## src/hdl/pic_pkg.sv

```systemverilog
// Notes on behaviour
// - op-end request enters level 5 after execution
// - level 7 program check ranks first
// - levels 6,4,3,2 rank second to fifth
// - level 5 ranks sixth, also diskette ready
// - level 1 keyboard/display ranks seventh
// - level 0 supervisor ranks eighth, main below
// - five errors raise a program check
// - check inside level 7 gives hard stop
// - cycle-steal invalid address always hard stops
// - disabled program check makes errors hard stop
// - command disables check and resets level 7
// - capture check code, address and level
// - mask bit holds higher requests pending
// - mask never holds off level 7
// - level reset with mask set is ignored
// - check sets indicator, stops, shows cause
// - only reset, check reset, load clear stop
// - stop abandons in-flight I/O transfers
// - attention lit, processor runs, starts rejected
// - disk not ready advances level or repeats
// - each level owns address, recall, mode registers
package pic_pkg;

	localparam int APB_AW = 8;
	localparam int ADDR_W = 16;
	localparam int PHYS_W = 19;
	localparam int N_CTX  = 9;

	// register byte offsets
	localparam logic [7:0] OFS_CTRL      = 8'h00;
	localparam logic [7:0] OFS_STATUS    = 8'h04;
	localparam logic [7:0] OFS_CHK_CODE  = 8'h08;
	localparam logic [7:0] OFS_CHK_ADDR  = 8'h0C;
	localparam logic [7:0] OFS_CHK_LEVEL = 8'h10;
	localparam logic [7:0] OFS_LEVEL_SEL = 8'h14;
	localparam logic [7:0] OFS_NEXT_PTR  = 8'h18;
	localparam logic [7:0] OFS_BR_HOLD   = 8'h1C;
	localparam logic [7:0] OFS_MODE      = 8'h20;

	// control register bits
	localparam int CTRL_PC_ENABLE  = 0;
	localparam int CTRL_PC_DISABLE = 1;
	localparam int CTRL_RESET_L7   = 2;
	localparam int CTRL_RESET_CUR  = 3;

	localparam int MODE_MASK_BIT = 0;
	localparam int MODE_W        = 8;

	localparam logic [3:0] LVL_MAIN  = 4'h8;
	localparam logic [3:0] RANK_MAIN = 4'h8;
	localparam logic [7:0] MODE_RST  = 8'h00;

	// levels in falling priority
	localparam logic [2:0] LVL_BY_RANK [8] = '{3'h7, 3'h6, 3'h4, 3'h3, 3'h2, 3'h5, 3'h1, 3'h0};

	typedef enum logic [2:0] {
		PIC_CHK_INV_ADDR,
		PIC_CHK_INV_Q,
		PIC_CHK_INV_OP,
		PIC_CHK_PRIV_OP,
		PIC_CHK_STOR_VIOL,
		PIC_CHK_CS_ADDR,
		PIC_CHK_NONE
	} pic_check_e;

	typedef struct packed {
		logic              valid;
		pic_check_e        code;
		logic [PHYS_W-1:0] addr;
	} pic_check_s;

endpackage

```

## src/hdl/pic_ctrl.sv

```systemverilog
// The register offsets and the APB interface to the registers are this design's own decisions.
`timescale 1ns/1ps
module pic_ctrl #(
	parameter bit HAS_LEVEL6 = 1'b1
) (
	// clock and reset
	input  wire logic                          sys_clk,
	input  wire logic                          sys_rst,
	// apb slave
	input  wire logic                          psel,
	input  wire logic                          penable,
	input  wire logic                          pwrite,
	input  wire logic [pic_pkg::APB_AW-1:0]    paddr,
	input  wire logic [31:0]                   pwdata,
	output logic      [31:0]                   prdata,
	output logic                               pready,
	output logic                               pslverr,
	// attachments on the channel, asynchronous
	input  wire logic                          op_end_req,
	input  wire logic                          diskette_ready_req,
	input  wire logic [4:0]                    io_level_req,
	input  wire logic                          io_attention,
	input  wire logic                          disk_not_ready,
	// panel and maintenance, asynchronous
	input  wire logic                          check_reset_key,
	input  wire logic                          initial_program_load,
	input  wire logic                          dual_program_active,
	// instruction sequencer, same clock
	input  wire logic                          insn_end,
	input  wire logic                          svc_req,
	input  wire pic_pkg::pic_check_s           check_report,
	input  wire logic                          cs_invalid_addr,
	input  wire logic [pic_pkg::PHYS_W-1:0]    cs_addr,
	input  wire logic                          seq_ptr_we,
	input  wire logic [pic_pkg::ADDR_W-1:0]    seq_ptr,
	input  wire logic                          seq_hold_we,
	input  wire logic [pic_pkg::ADDR_W-1:0]    seq_hold,
	// toward the sequencer and panel
	output logic      [pic_pkg::ADDR_W-1:0]    next_instruction_pointer,
	output logic      [pic_pkg::ADDR_W-1:0]    branch_address_holder,
	output logic      [3:0]                    active_level,
	output logic                               level_switch,
	output logic                               proc_stop,
	output logic                               check_indicator,
	output pic_pkg::pic_check_e                stop_check_code,
	output logic                               io_abort,
	output logic                               attention_indicator,
	output logic                               start_io_reject,
	output logic                               advance_program_level,
	output logic                               repeat_instruction
);
	import pic_pkg::*;

	// synchronisers for pins
	// every asynchronous pin crosses here; only sync_q reads meta_q
	localparam int NSYNC = 12;
	logic [NSYNC-1:0] meta_q;
	logic [NSYNC-1:0] sync_q;
	always_ff @(posedge sys_clk) begin
		if (sys_rst) begin
			meta_q <= '0;
			sync_q <= '0;
		end else begin
			meta_q <= {dual_program_active, initial_program_load, check_reset_key,
				disk_not_ready, io_attention, io_level_req, diskette_ready_req, op_end_req};
			sync_q <= meta_q;
		end
	end
	logic       s_opend;
	logic       s_dsk;
	logic [4:0] s_lvl;
	logic       s_attn;
	logic       s_dnr;
	logic       s_chkrst;
	logic       s_load;
	logic       s_dual;
	assign s_opend  = sync_q[0];
	assign s_dsk    = sync_q[1];
	assign s_lvl    = sync_q[6:2];
	assign s_attn   = sync_q[7];
	assign s_dnr    = sync_q[8];
	assign s_chkrst = sync_q[9];
	assign s_load   = sync_q[10];
	assign s_dual   = sync_q[11];

	// per-level context; index 8 is the main program
	logic [ADDR_W-1:0] ptr_q  [N_CTX];
	logic [ADDR_W-1:0] hold_q [N_CTX];
	logic [MODE_W-1:0] mode_q [N_CTX];

	logic [7:0]        in_level_q;
	logic              pc_en_q;
	logic              pc_pend_q;
	logic              svc_pend_q;
	logic              stop_q;
	pic_check_e        stop_code_q;
	pic_check_e        chk_code_q;
	logic [PHYS_W-1:0] chk_addr_q;
	logic [3:0]        chk_level_q;
	logic [3:0]        level_sel_q;
	logic              dnr_seen_q;

	// apb decode
	logic       apb_setup;
	logic       apb_wr;
	logic       apb_rd_phase;
	logic       addr_ok;
	logic       sel_ok;
	logic [3:0] sel_idx;
	assign apb_setup    = psel && penable && !pready;
	assign apb_wr       = psel && penable && pready && pwrite && !pslverr;
	assign apb_rd_phase = apb_setup;
	assign sel_ok       = level_sel_q <= LVL_MAIN;
	assign sel_idx      = sel_ok ? level_sel_q : LVL_MAIN;
	always_comb begin
		unique case (paddr)
			OFS_CTRL, OFS_STATUS, OFS_CHK_CODE, OFS_CHK_ADDR, OFS_CHK_LEVEL,
			OFS_LEVEL_SEL, OFS_NEXT_PTR, OFS_BR_HOLD, OFS_MODE: addr_ok = 1'b1;
			default: addr_ok = 1'b0;
		endcase
	end

	logic ctrl_wr;
	assign ctrl_wr = apb_wr && paddr == OFS_CTRL;

	// current level: highest ranked active level, else main
	logic [3:0] cur_lvl;
	logic [3:0] cur_rank;
	always_comb begin
		cur_lvl  = LVL_MAIN;
		cur_rank = RANK_MAIN;
		for (int r = 7; r >= 0; r--) begin
			if (in_level_q[LVL_BY_RANK[r]]) begin
				cur_lvl  = {1'b0, LVL_BY_RANK[r]};
				cur_rank = 4'(r);
			end
		end
	end

	logic cur_masked;
	assign cur_masked = mode_q[cur_lvl][MODE_MASK_BIT];

	// pending requests by level
	logic [7:0] req;
	always_comb begin
		req    = '0;
		req[7] = pc_pend_q;
		req[6] = HAS_LEVEL6 && s_lvl[4];
		req[5] = s_opend || s_dsk;
		req[4] = s_lvl[3];
		req[3] = s_lvl[2];
		req[2] = s_lvl[1];
		req[1] = s_lvl[0];
		req[0] = svc_pend_q;
	end

	// pick the best eligible request above the current level
	logic       pick_valid;
	logic [2:0] pick_lvl;
	always_comb begin
		pick_valid = 1'b0;
		pick_lvl   = 3'h0;
		for (int r = 0; r < 8; r++) begin
			// rank order puts level 7 first
			if (!pick_valid && req[LVL_BY_RANK[r]] && 4'(r) < cur_rank &&
			    (LVL_BY_RANK[r] == 3'h7 || !cur_masked)) begin
				pick_valid = 1'b1;
				pick_lvl   = LVL_BY_RANK[r];
			end
		end
	end

	logic take;
	// entry only at an instruction boundary, never mid-execution
	assign take = insn_end && pick_valid && !stop_q;

	// check classification
	// a stop outranks entry, so a stopped machine never enters level 7
	logic chk_evt;
	logic chk_to_stop;
	logic chk_to_l7;
	assign chk_evt     = check_report.valid && check_report.code <= PIC_CHK_STOR_VIOL;
	assign chk_to_stop = chk_evt && (!pc_en_q || cur_lvl == 4'h7);
	assign chk_to_l7   = chk_evt && !chk_to_stop && !stop_q;

	logic stop_clear;
	assign stop_clear = s_chkrst || s_load;

	// level activity
	always_ff @(posedge sys_clk) begin
		if (sys_rst) begin
			in_level_q <= '0;
		end else if (s_load) begin
			in_level_q <= '0;
		end else begin
			logic [7:0] nxt;
			nxt = in_level_q;
			// a masked level cannot be left: software unmasks first
			if (ctrl_wr && pwdata[CTRL_RESET_CUR] && cur_lvl != LVL_MAIN && !cur_masked)
				nxt[cur_lvl[2:0]] = 1'b0;
			if (ctrl_wr && pwdata[CTRL_RESET_L7] && !mode_q[7][MODE_MASK_BIT])
				nxt[7] = 1'b0;
			if (take)
				nxt[pick_lvl] = 1'b1;
			in_level_q <= nxt;
		end
	end

	// program check enable, pending level 7, supervisor call
	always_ff @(posedge sys_clk) begin
		if (sys_rst || s_load) begin
			pc_en_q <= 1'b0;
		end else if (ctrl_wr && pwdata[CTRL_PC_DISABLE]) begin
			pc_en_q <= 1'b0;
		end else if (ctrl_wr && pwdata[CTRL_PC_ENABLE]) begin
			pc_en_q <= 1'b1;
		end
	end

	always_ff @(posedge sys_clk) begin
		if (sys_rst || s_load) begin
			pc_pend_q  <= 1'b0;
			svc_pend_q <= 1'b0;
		end else begin
			// set wins over the clear from entry
			pc_pend_q  <= chk_to_l7 || (pc_pend_q && !(take && pick_lvl == 3'h7));
			svc_pend_q <= svc_req || (svc_pend_q && !(take && pick_lvl == 3'h0));
		end
	end

	// captured status for the handler
	always_ff @(posedge sys_clk) begin
		if (sys_rst) begin
			chk_code_q  <= PIC_CHK_NONE;
			chk_addr_q  <= '0;
			chk_level_q <= LVL_MAIN;
		end else if (chk_to_l7) begin
			chk_code_q  <= check_report.code;
			chk_addr_q  <= check_report.addr;
			chk_level_q <= cur_lvl;
		end else if (cs_invalid_addr && !stop_q) begin
			// the stopping cycle-steal address stays readable for the handler
			chk_addr_q  <= cs_addr;
		end
	end

	// hard stop and indicator
	// the first cause is kept until a clear; a later cause cannot overwrite it
	always_ff @(posedge sys_clk) begin
		if (sys_rst) begin
			stop_q      <= 1'b0;
			stop_code_q <= PIC_CHK_NONE;
		end else if (!stop_q && cs_invalid_addr) begin
			stop_q      <= 1'b1;
			stop_code_q <= PIC_CHK_CS_ADDR;
		end else if (!stop_q && chk_to_stop) begin
			stop_q      <= 1'b1;
			stop_code_q <= check_report.code;
		end else if (stop_clear) begin
			stop_q      <= 1'b0;
			stop_code_q <= PIC_CHK_NONE;
		end
	end

	// context registers, software through the selected slot
	always_ff @(posedge sys_clk) begin
		if (sys_rst) begin
			for (int i = 0; i < N_CTX; i++) begin
				ptr_q[i]  <= '0;
				hold_q[i] <= '0;
				mode_q[i] <= MODE_RST;
			end
		end else begin
			// sequencer writes the level in force; software goes through level_sel
			if (seq_ptr_we && !stop_q)
				ptr_q[cur_lvl] <= seq_ptr;
			if (seq_hold_we && !stop_q)
				hold_q[cur_lvl] <= seq_hold;
			if (apb_wr && sel_ok && paddr == OFS_NEXT_PTR)
				ptr_q[sel_idx] <= pwdata[ADDR_W-1:0];
			if (apb_wr && sel_ok && paddr == OFS_BR_HOLD)
				hold_q[sel_idx] <= pwdata[ADDR_W-1:0];
			if (apb_wr && sel_ok && paddr == OFS_MODE)
				mode_q[sel_idx] <= pwdata[MODE_W-1:0];
			if (s_load)
				ptr_q[LVL_MAIN] <= '0;
		end
	end

	always_ff @(posedge sys_clk) begin
		if (sys_rst) begin
			level_sel_q <= LVL_MAIN;
		end else if (apb_wr && paddr == OFS_LEVEL_SEL) begin
			level_sel_q <= pwdata[3:0];
		end
	end

	// apb answer: one wait state, data registered
	always_ff @(posedge sys_clk) begin
		if (sys_rst) begin
			pready  <= 1'b0;
			pslverr <= 1'b0;
			prdata  <= '0;
		end else begin
			pready  <= apb_setup;
			pslverr <= apb_setup && !addr_ok;
			prdata  <= '0;
			// formed in the access cycle, so the data stands with pready
			if (apb_rd_phase && !pwrite) begin
				unique case (paddr)
					OFS_CTRL:      prdata <= {31'h0, pc_en_q};
					OFS_STATUS:    prdata <= {12'h0, s_attn, pc_pend_q, stop_q, 1'b0,
					                          in_level_q, 4'h0, cur_lvl};
					OFS_CHK_CODE:  prdata <= {29'h0, chk_code_q};
					OFS_CHK_ADDR:  prdata <= {13'h0, chk_addr_q};
					OFS_CHK_LEVEL: prdata <= {28'h0, chk_level_q};
					OFS_LEVEL_SEL: prdata <= {28'h0, level_sel_q};
					OFS_NEXT_PTR:  prdata <= sel_ok ? {16'h0, ptr_q[sel_idx]} : 32'h0;
					OFS_BR_HOLD:   prdata <= sel_ok ? {16'h0, hold_q[sel_idx]} : 32'h0;
					OFS_MODE:      prdata <= sel_ok ? {24'h0, mode_q[sel_idx]} : 32'h0;
					default:       prdata <= 32'h0;
				endcase
			end
		end
	end

	// attention and disk-not-ready handling
	logic adv_now;
	assign adv_now = insn_end && s_dnr && s_dual && !dnr_seen_q && !stop_q;
	always_ff @(posedge sys_clk) begin
		if (sys_rst) begin
			attention_indicator   <= 1'b0;
			start_io_reject       <= 1'b0;
			advance_program_level <= 1'b0;
			repeat_instruction    <= 1'b0;
			dnr_seen_q            <= 1'b0;
		end else begin
			// processor keeps running, only starts refused
			attention_indicator   <= s_attn || s_dnr;
			start_io_reject       <= s_attn || s_dnr;
			// remembered until the drive is ready, so one advance per episode
			dnr_seen_q            <= s_dnr && (dnr_seen_q || adv_now);
			// without dual program, repeats last while the drive stays not ready
			advance_program_level <= adv_now;
			repeat_instruction    <= s_dnr && !s_dual && !stop_q;
		end
	end

	// sequencer-facing outputs
	logic [3:0] next_lvl;
	assign next_lvl = take ? {1'b0, pick_lvl} : cur_lvl;
	always_ff @(posedge sys_clk) begin
		if (sys_rst) begin
			next_instruction_pointer <= '0;
			branch_address_holder    <= '0;
			active_level             <= LVL_MAIN;
			level_switch             <= 1'b0;
			proc_stop                <= 1'b0;
			check_indicator          <= 1'b0;
			stop_check_code          <= PIC_CHK_NONE;
			io_abort                 <= 1'b0;
		end else begin
			next_instruction_pointer <= ptr_q[next_lvl];
			branch_address_holder    <= hold_q[next_lvl];
			active_level             <= cur_lvl;
			level_switch             <= take;
			proc_stop                <= stop_q;
			check_indicator          <= stop_q;
			stop_check_code          <= stop_code_q;
			io_abort                 <= stop_q;
		end
	end

endmodule

```

## config.mk

```make
export PLATFORM = sky130hd
export DESIGN_NAME = pic_ctrl
export DESIGN_NICKNAME = d
export VERILOG_FILES = /design/src/hdl/pic_pkg.sv /design/src/hdl/pic_ctrl.sv
export SDC_FILE = /design/constraint.sdc
export NUM_CORES = 2
export LEC_CHECK = 0
export ABC_CLOCK_PERIOD_IN_PS = 3800
export BUFFER_PORTS_ARGS = -buffer_cell sky130_fd_sc_hd__buf_2
export CAP_MARGIN = 0
export CORE_MARGIN = 1.5
export CORE_UTILIZATION = 30
export DETAILED_ROUTE_END_ITERATION = 8
export HOLD_SLACK_MARGIN = 0.1
export MAX_ROUTING_LAYER = met4
export PLACE_DENSITY = 0.48
export SLEW_MARGIN = 5
export SYNTH_ARGS = -nofsm -noshare
export SYNTH_HDL_FRONTEND = slang
export SYNTH_SLANG_ARGS = --single-unit
```

## constraint.sdc

```tcl
create_clock -name sys_clk -period 3.8 [get_ports sys_clk]
set_input_delay 0.38 -clock sys_clk [delete_from_list [all_inputs] [get_ports sys_clk]]
set_output_delay 0.38 -clock sys_clk [all_outputs]
set_load 0.05 [all_outputs]
```

==> After elaboration in Yosys (flattened, before gate mapping) <==
Memory sizes are Yosys's and may differ from the RTL's. A register that Yosys moved wholly into a read port is not among the register bits.
Index checks and enable logic that the tools add are counted.
{ "word_totals": {"ram_bits": 360, "output_inout_bits": 81, "inputBits": 136, "regBits": 116, "elab_cells": 267, "memories": 3} }
{ "classes": {"bitwise_logic": 11, "mux": 94, "reduce_logical": 108, "magnitude_cmp": 14, "n_eq_ne": 13} }
{ "mem_list": {"columns": ["name", "depth", "width", "read_ports", "rd_clocked_by_memory_dff", "wr", "line", "text"], "rows": [
  ["hold_q", 9, 16, 2, 1, 9, "pic_ctrl.sv:88", "logic [ADDR_W-1:0] hold_q [N_CTX];"],
  ["ptr_q", 9, 16, 2, 1, 9, "pic_ctrl.sv:87", "logic [ADDR_W-1:0] ptr_q [N_CTX];"],
  ["mode_q", 9, 8, 3, 0, 9, "pic_ctrl.sv:89", "logic [MODE_W-1:0] mode_q [N_CTX];"]
]} }
{ "op_table": {"columns": ["cell", "n"], "rows": [
  ["20-bit one-hot mux with 9 select lines", 1],
  ["16-bit 2-to-1 mux", 7],
  ["4-bit 2-to-1 mux", 23],
  ["1-bit logical AND", 65],
  ["16-bit OR reduction", 4],
  ["8-bit 2-to-1 mux", 6],
  ["1-bit 2-to-1 mux", 42],
  ["19-bit 2-to-1 mux", 2],
  ["8-bit by 5-bit == test with 1-bit output (second input constant)", 4],
  ["3-bit 2-to-1 mux", 10],
  ["1-bit logical NOT", 20],
  ["8-bit by 4-bit == test with 1-bit output (second input constant)", 2],
  ["3-bit by 4-bit < comparator with 1-bit output (first input constant)", 4],
  ["9-bit OR reduction", 1],
  ["8-bit AND", 1],
  ["4-bit == test (second input constant)", 2],
  ["8-bit by 3-bit == test with 1-bit output (second input constant)", 1],
  ["8-bit by 6-bit == test with 1-bit output (second input constant)", 1],
  ["8-bit logical NOT", 1],
  ["1-bit logical OR", 8],
  ["1-bit by 4-bit < comparator with 1-bit output (first input constant)", 2],
  ["2-bit by 4-bit < comparator with 1-bit output (first input constant)", 2],
  ["3-bit by 4-bit < comparator with 1-bit output (second input constant)", 2],
  ["8-bit inverter", 1],
  ["other kinds (17)", 28]
]} }

==> Depth between registers and ports, before layout <==
{ "depth": {"depth_word": 52, "ltp_mapped": 14} }

==> Worst setup path before layout <==
Ideal clock, no wire load.
{ "synth_timing": {"kind": "register -> register", "from": "reg pready", "to": "mem hold_q[7][0], enable pin", "path_stages_with_launch": 7, "required_time_ps": 3389, "n_path_buf": 1, "slack_ps": 381, "arrival_ps": 3007, "path_cell_list": "dfxtp_1 nand2_1 or3_1 or3_1 or2_1 clkbuf_1 o21ai_0"} }
{ "synth_rtl": {"columns": ["item", "line", "text"], "rows": [
  ["start: declaration", "pic_ctrl.sv:16", "output logic pready,"],
  ["start signal: assignment", "pic_ctrl.sv:305", "pready <= apb_setup;"],
  ["end: declaration", "pic_ctrl.sv:88", null]
]} }

==> Final worst setup path <==
{ "layout_timing": {"from": "reg in_level_q[6]", "to": "reg branch_address_holder[3] in the netlist's numbering (read register of hold_q)"} }
{ "layout_between": {"elab_chain_len": 43} }
{ "layout_lines": {"columns": ["item", "line", "text"], "rows": [
  ["start: declaration", "pic_ctrl.sv:91", "logic [7:0] in_level_q;"],
  ["start signal: assignment", "pic_ctrl.sv:205", "in_level_q <= nxt;"],
  ["4-bit 2-to-1 mux (2 in a row)", "pic_ctrl.sv:133", "if (in_level_q[LVL_BY_RANK[r]]) begin"],
  ["1-bit by 4-bit < comparator with 1-bit output", "pic_ctrl.sv:165", "if (!pick_valid && req[LVL_BY_RANK[r]] && 4'(r) < cur_rank &&"],
  ["1-bit logical AND", "pic_ctrl.sv:165", null],
  ["1-bit 2-to-1 mux", "pic_ctrl.sv:165", null],
  ["1-bit logical NOT", "pic_ctrl.sv:165", null],
  ["1-bit logical AND (3 in a row)", "pic_ctrl.sv:165", null],
  ["1-bit 2-to-1 mux", "pic_ctrl.sv:165", null],
  ["1-bit logical NOT", "pic_ctrl.sv:165", null],
  ["(+19 left out)", null, null],
  ["1-bit logical NOT", "pic_ctrl.sv:165", null],
  ["1-bit logical AND (3 in a row)", "pic_ctrl.sv:165", null],
  ["1-bit 2-to-1 mux", "pic_ctrl.sv:165", null],
  ["1-bit logical NOT", "pic_ctrl.sv:165", null],
  ["1-bit logical AND (3 in a row)", "pic_ctrl.sv:165", null],
  ["1-bit 2-to-1 mux", "pic_ctrl.sv:165", null],
  ["1-bit logical AND (2 in a row)", "pic_ctrl.sv:175", "assign take = insn_end && pick_valid && !stop_q;"],
  ["4-bit 2-to-1 mux *", "pic_ctrl.sv:351", "assign next_lvl = take ? {1'b0, pick_lvl} : cur_lvl;"],
  ["end: declaration", "pic_ctrl.sv:40", "output logic [pic_pkg::ADDR_W-1:0] branch_address_holder,"]
]} }
Mark *: on every way between the ends. The rest lies on a longest branch, timed or not.
A chain may end at the register's enable or synchronous reset.

==> flow_summary_export.csv <==
group,metric,value,unit
outcome,outcome,"complete, no violations",
setup_path,rr_startpoint,"in_level_q[6]",
yosys,postSynth.asyncResetShare,0,
timing,fmax,0.277,GHz
clock_network,clock_sinks,529,
worst_hold_path,hold_depth,3,
final_layout,drive_gt1_frac,0.180,
final_layout,nets,3154,
placement,placed_cells,4062,
power_and_ir_drop,p_leak,12.0,nW
setup_path,rr_worst_depth,12,
clock_network,clkTransAtPathRegs,0.07,ns
yosys,avgSynthCellArea,9.76,um2
worst_hold_path,min_from,"cs_addr[18]",
yosys,yosys_warnings,0,
timing,finalSetupViolCount,0,
routing,wirelength,114000,um
yosys,synth-edff-count,377,
final_layout,seqCellArea,14400,um2
timing,slew_headroom,0.381,
clock_network,insertion_delay,0.64,ns
global_routing,grt_pass1_wl,163000,um
timing,finalClockSkew,0.0301,ns
timing,report.final.hold_viol_count,0,
global_routing,grt_use_total,0.246,
setup_path,worstPathArrival,4.10,ns
routing,drc,0,
floorplanning,die_h,305,um
placement,hpwl,74300,um
worst_hold_path,hold_class,"in2reg",
clock_network,cts_root_buf,"clkbuf_16",
timing,grt_setup_unrepaired,"no",
setup_path,rr_endpoint,"branch_address_holder[3]",
final_layout,nFillCells,8960,
timing,worst_pin_slew,0.921,ns
flow_run,cap_violations,0,
power_and_ir_drop,power,14.7,mW
clock_network,cts_buffers,57,
yosys,synth_ff_type,"edfxtp_1",
routing,vias,24000,
setup_path,cp.required,4.28,ns
final_layout,syn_to_final_growth,20.8,%
clock_network,post-cts-setup-buffers,0,
routing,wire_per_inst,26.8,um
yosys,syn_inst,2795,
yosys,yosysSeqAreaShare,0.526,
timing,finalMaxSlewViolations,0,
setup_path,critPathMaxFanout,18,
setup_path,rrSetupSlack,0.18,ns
setup_path,crit_start,"in_level_q[6]",
power_and_ir_drop,power_density,448,nW/um2
placement,gp_congestion,0.877,
setup_path,worstSetupEndpointType,"flip-flop",
floorplanning,fp-row-count,110,
setup_path,slowest_stage,"dfxtp_1",
timing,period_share,0.952,
floorplanning,core,90000,um2
global_routing,grt_antenna_before_repair,9,
timing,fin_setup_tns,0,ns
final_layout,instances_no_fill,4247,
floorplanning,die-area,92800,um2
clock_network,clockBufferDepth,3,
placement,port_buffers,188,
global_routing,grt_max_degree,80,
setup_path,cp_common_cell,"buf_4",
final_layout,multi_input_area,11900,um2
floorplanning,start_util,0.303,
timing,period_minus_slack,3.62,ns
setup_path,crit_family,"simple AND/OR/NAND/NOR gates",
routing,first_pass_iters,6,
setup_path,cp_slowest_stage_delay,0.46,ns
clock_network,ctsHtreeMaxLevel,2,
yosys,synthesis.area,27300,um2
global_routing,grt-ovfl-total,0,
setup_path,crit_type,"reg2reg",
routing,via_per_inst,5.65,
yosys,ys_ff_latch,529,
routing,final_antenna_net_count,0,
power_and_ir_drop,ir_worst_vdd,0.000366,V
worst_hold_path,whs_endpoint,"chk_addr_q[18]",
setup_path,cp_cell_sequence,"buf_4 -> nor4_4 -> and2_1 -> a211oi_1 -> or2_2 -> nor2_1 -> a32oi_2 -> buf_12 -> inv_1 -> buf_4 -> a31oi_1 -> a31o_1",
floorplanning,die_w,305,um
global_routing,grt_pass1_vias,23200,
setup_path,crit_path_start_kind,"flip-flop",
clock_network,tritoncts,"done",
setup_path,cp_num_buf_inv,4,
yosys,ys_types,72,
routing,drt_iter0_drc,2951,
floorplanning,ios,217,
worst max path at each step:
| stage | end | cells after the start |
|---|---|---|
| 2_1_floorplan | hold_q[7][0] | 6 |
| 3_3_place_gp | next_instruction_pointer[9] | 11 |
| 3_5_place_dp | branch_address_holder[3] | 12 |
| 4_1_cts | branch_address_holder[3] | 12 |
| 5_1_grt | branch_address_holder[3] | 10 |
| 6_report | branch_address_holder[3] | 12 |
metrics by stage:
| stage | utilization | hold WS (ns) | cell area [um2] | setup slack [ns] |
|---|---|---|---|---|
| finish | 0.366 | 0.119 | 33000 | 0.184 |
| global route | 0.366 | 0.112 | 33000 | 0.0132 |
| CTS | 0.366 | 0.100 | 32900 | 0.103 |
| detailed placement | 0.337 | 0.409 | 30300 | 0.137 |
| global placement | 0.337 | 0.413 | 30300 | 0.242 |
| floorplan | - | 0.398 | 27500 | 0.381 |
worst min-delay path: cells and delay by family:
family,cells,cell delay [ns]
AOI/OAI and AO/OA,1,0.08
muxes,1,0.13
buffers and inverters,1,0.11
repair_timing:
action	CTS	global route
hold endpoints to repair	62	0
endpoints found under the setup margin	0	30
resized for setup	0	2
hold buffers	73	0
state kept, by name, summed over array words and instances (netlist names), 4 cells and up:
name and flops:
active_level 4, branch_address_holder 16, chk_addr_q 19, chk_level_q 4, hold_q 160, in_level_q 8
level_sel_q 4, meta_q 12, mode_q 73, next_instruction_pointer 16, prdata 20, ptr_q 160
sync_q 12
routing by layer:
layer | GRT usage | vias up | routed length [um]
met1 | 0.319 | 11800 | 47300
li1 | - | 10600 | -
met2 | 0.377 | 1382 | 50900
met3 | 0.0489 | 250 | 11000
met5 | - | - | 0
met4 | 0.0934 | 0 | 4410
kinds of logic (layout without fill, tap and decap cells):
family	count (synthesis)	count (layout)	synth area share
muxes	170	170	0.0719
buffers and inverters	331	556	0.0501
and+or+nand+nor	1018	1018	0.164
AOI/OAI and AO/OA	746	746	0.187
DFF	529	529	0.526
other	1	52	0.000137
Yosys cell counts (all sizes together), types with 23 or more instances:
master | count | area share
a31o | 32 | 0.010
a22o | 147 | 0.047
clkbuf | 241 | 0.033
buf | 86 | 0.016
o21ai | 185 | 0.034
nor3 | 35 | 0.0072
dfxtp | 152 | 0.11
a211oi | 26 | 0.0072
mux2i | 134 | 0.049
nand2 | 586 | 0.081
a21oi | 120 | 0.022
edfxtp | 377 | 0.41
nor2b | 46 | 0.011
nor2 | 154 | 0.021
a31oi | 73 | 0.017
or3 | 24 | 0.0055
and2 | 68 | 0.016
a22oi | 35 | 0.0098
o211ai | 23 | 0.0063
nand3 | 45 | 0.0083
power breakdown:
part           internal (mW)  switching (mW)  total (mW)
Clock                   3.28            2.45        5.73
Combinational          0.703            1.63        2.34
Sequential              6.49           0.194        6.68
cell type report:
class | instances | share of cell area
diodes | 7 | 0.000532
clock buffers | 80 | 0.0500
clock inverters | 25 | 0.00721
inverters | 4 | 0.000456
multi-input cells | 1979 | 0.361
flip-flops and latches | 529 | 0.436
well taps | 1176 | 0.0447
repair buffers | 447 | 0.100
placed cells by master (no fill, tap or decap), drive strengths merged, types with 46 or more instances in the layout:
master       count
nor2           154
dlygate4sd3     73
nor2b           46
and2            68
nand2          586
a22o           147
edfxtp         377
o21ai          185
mux2i          134
dfxtp          152
a31oi           73
buf            374
clkbuf          80
a21oi          120
(Power assumes the default switching activity.)
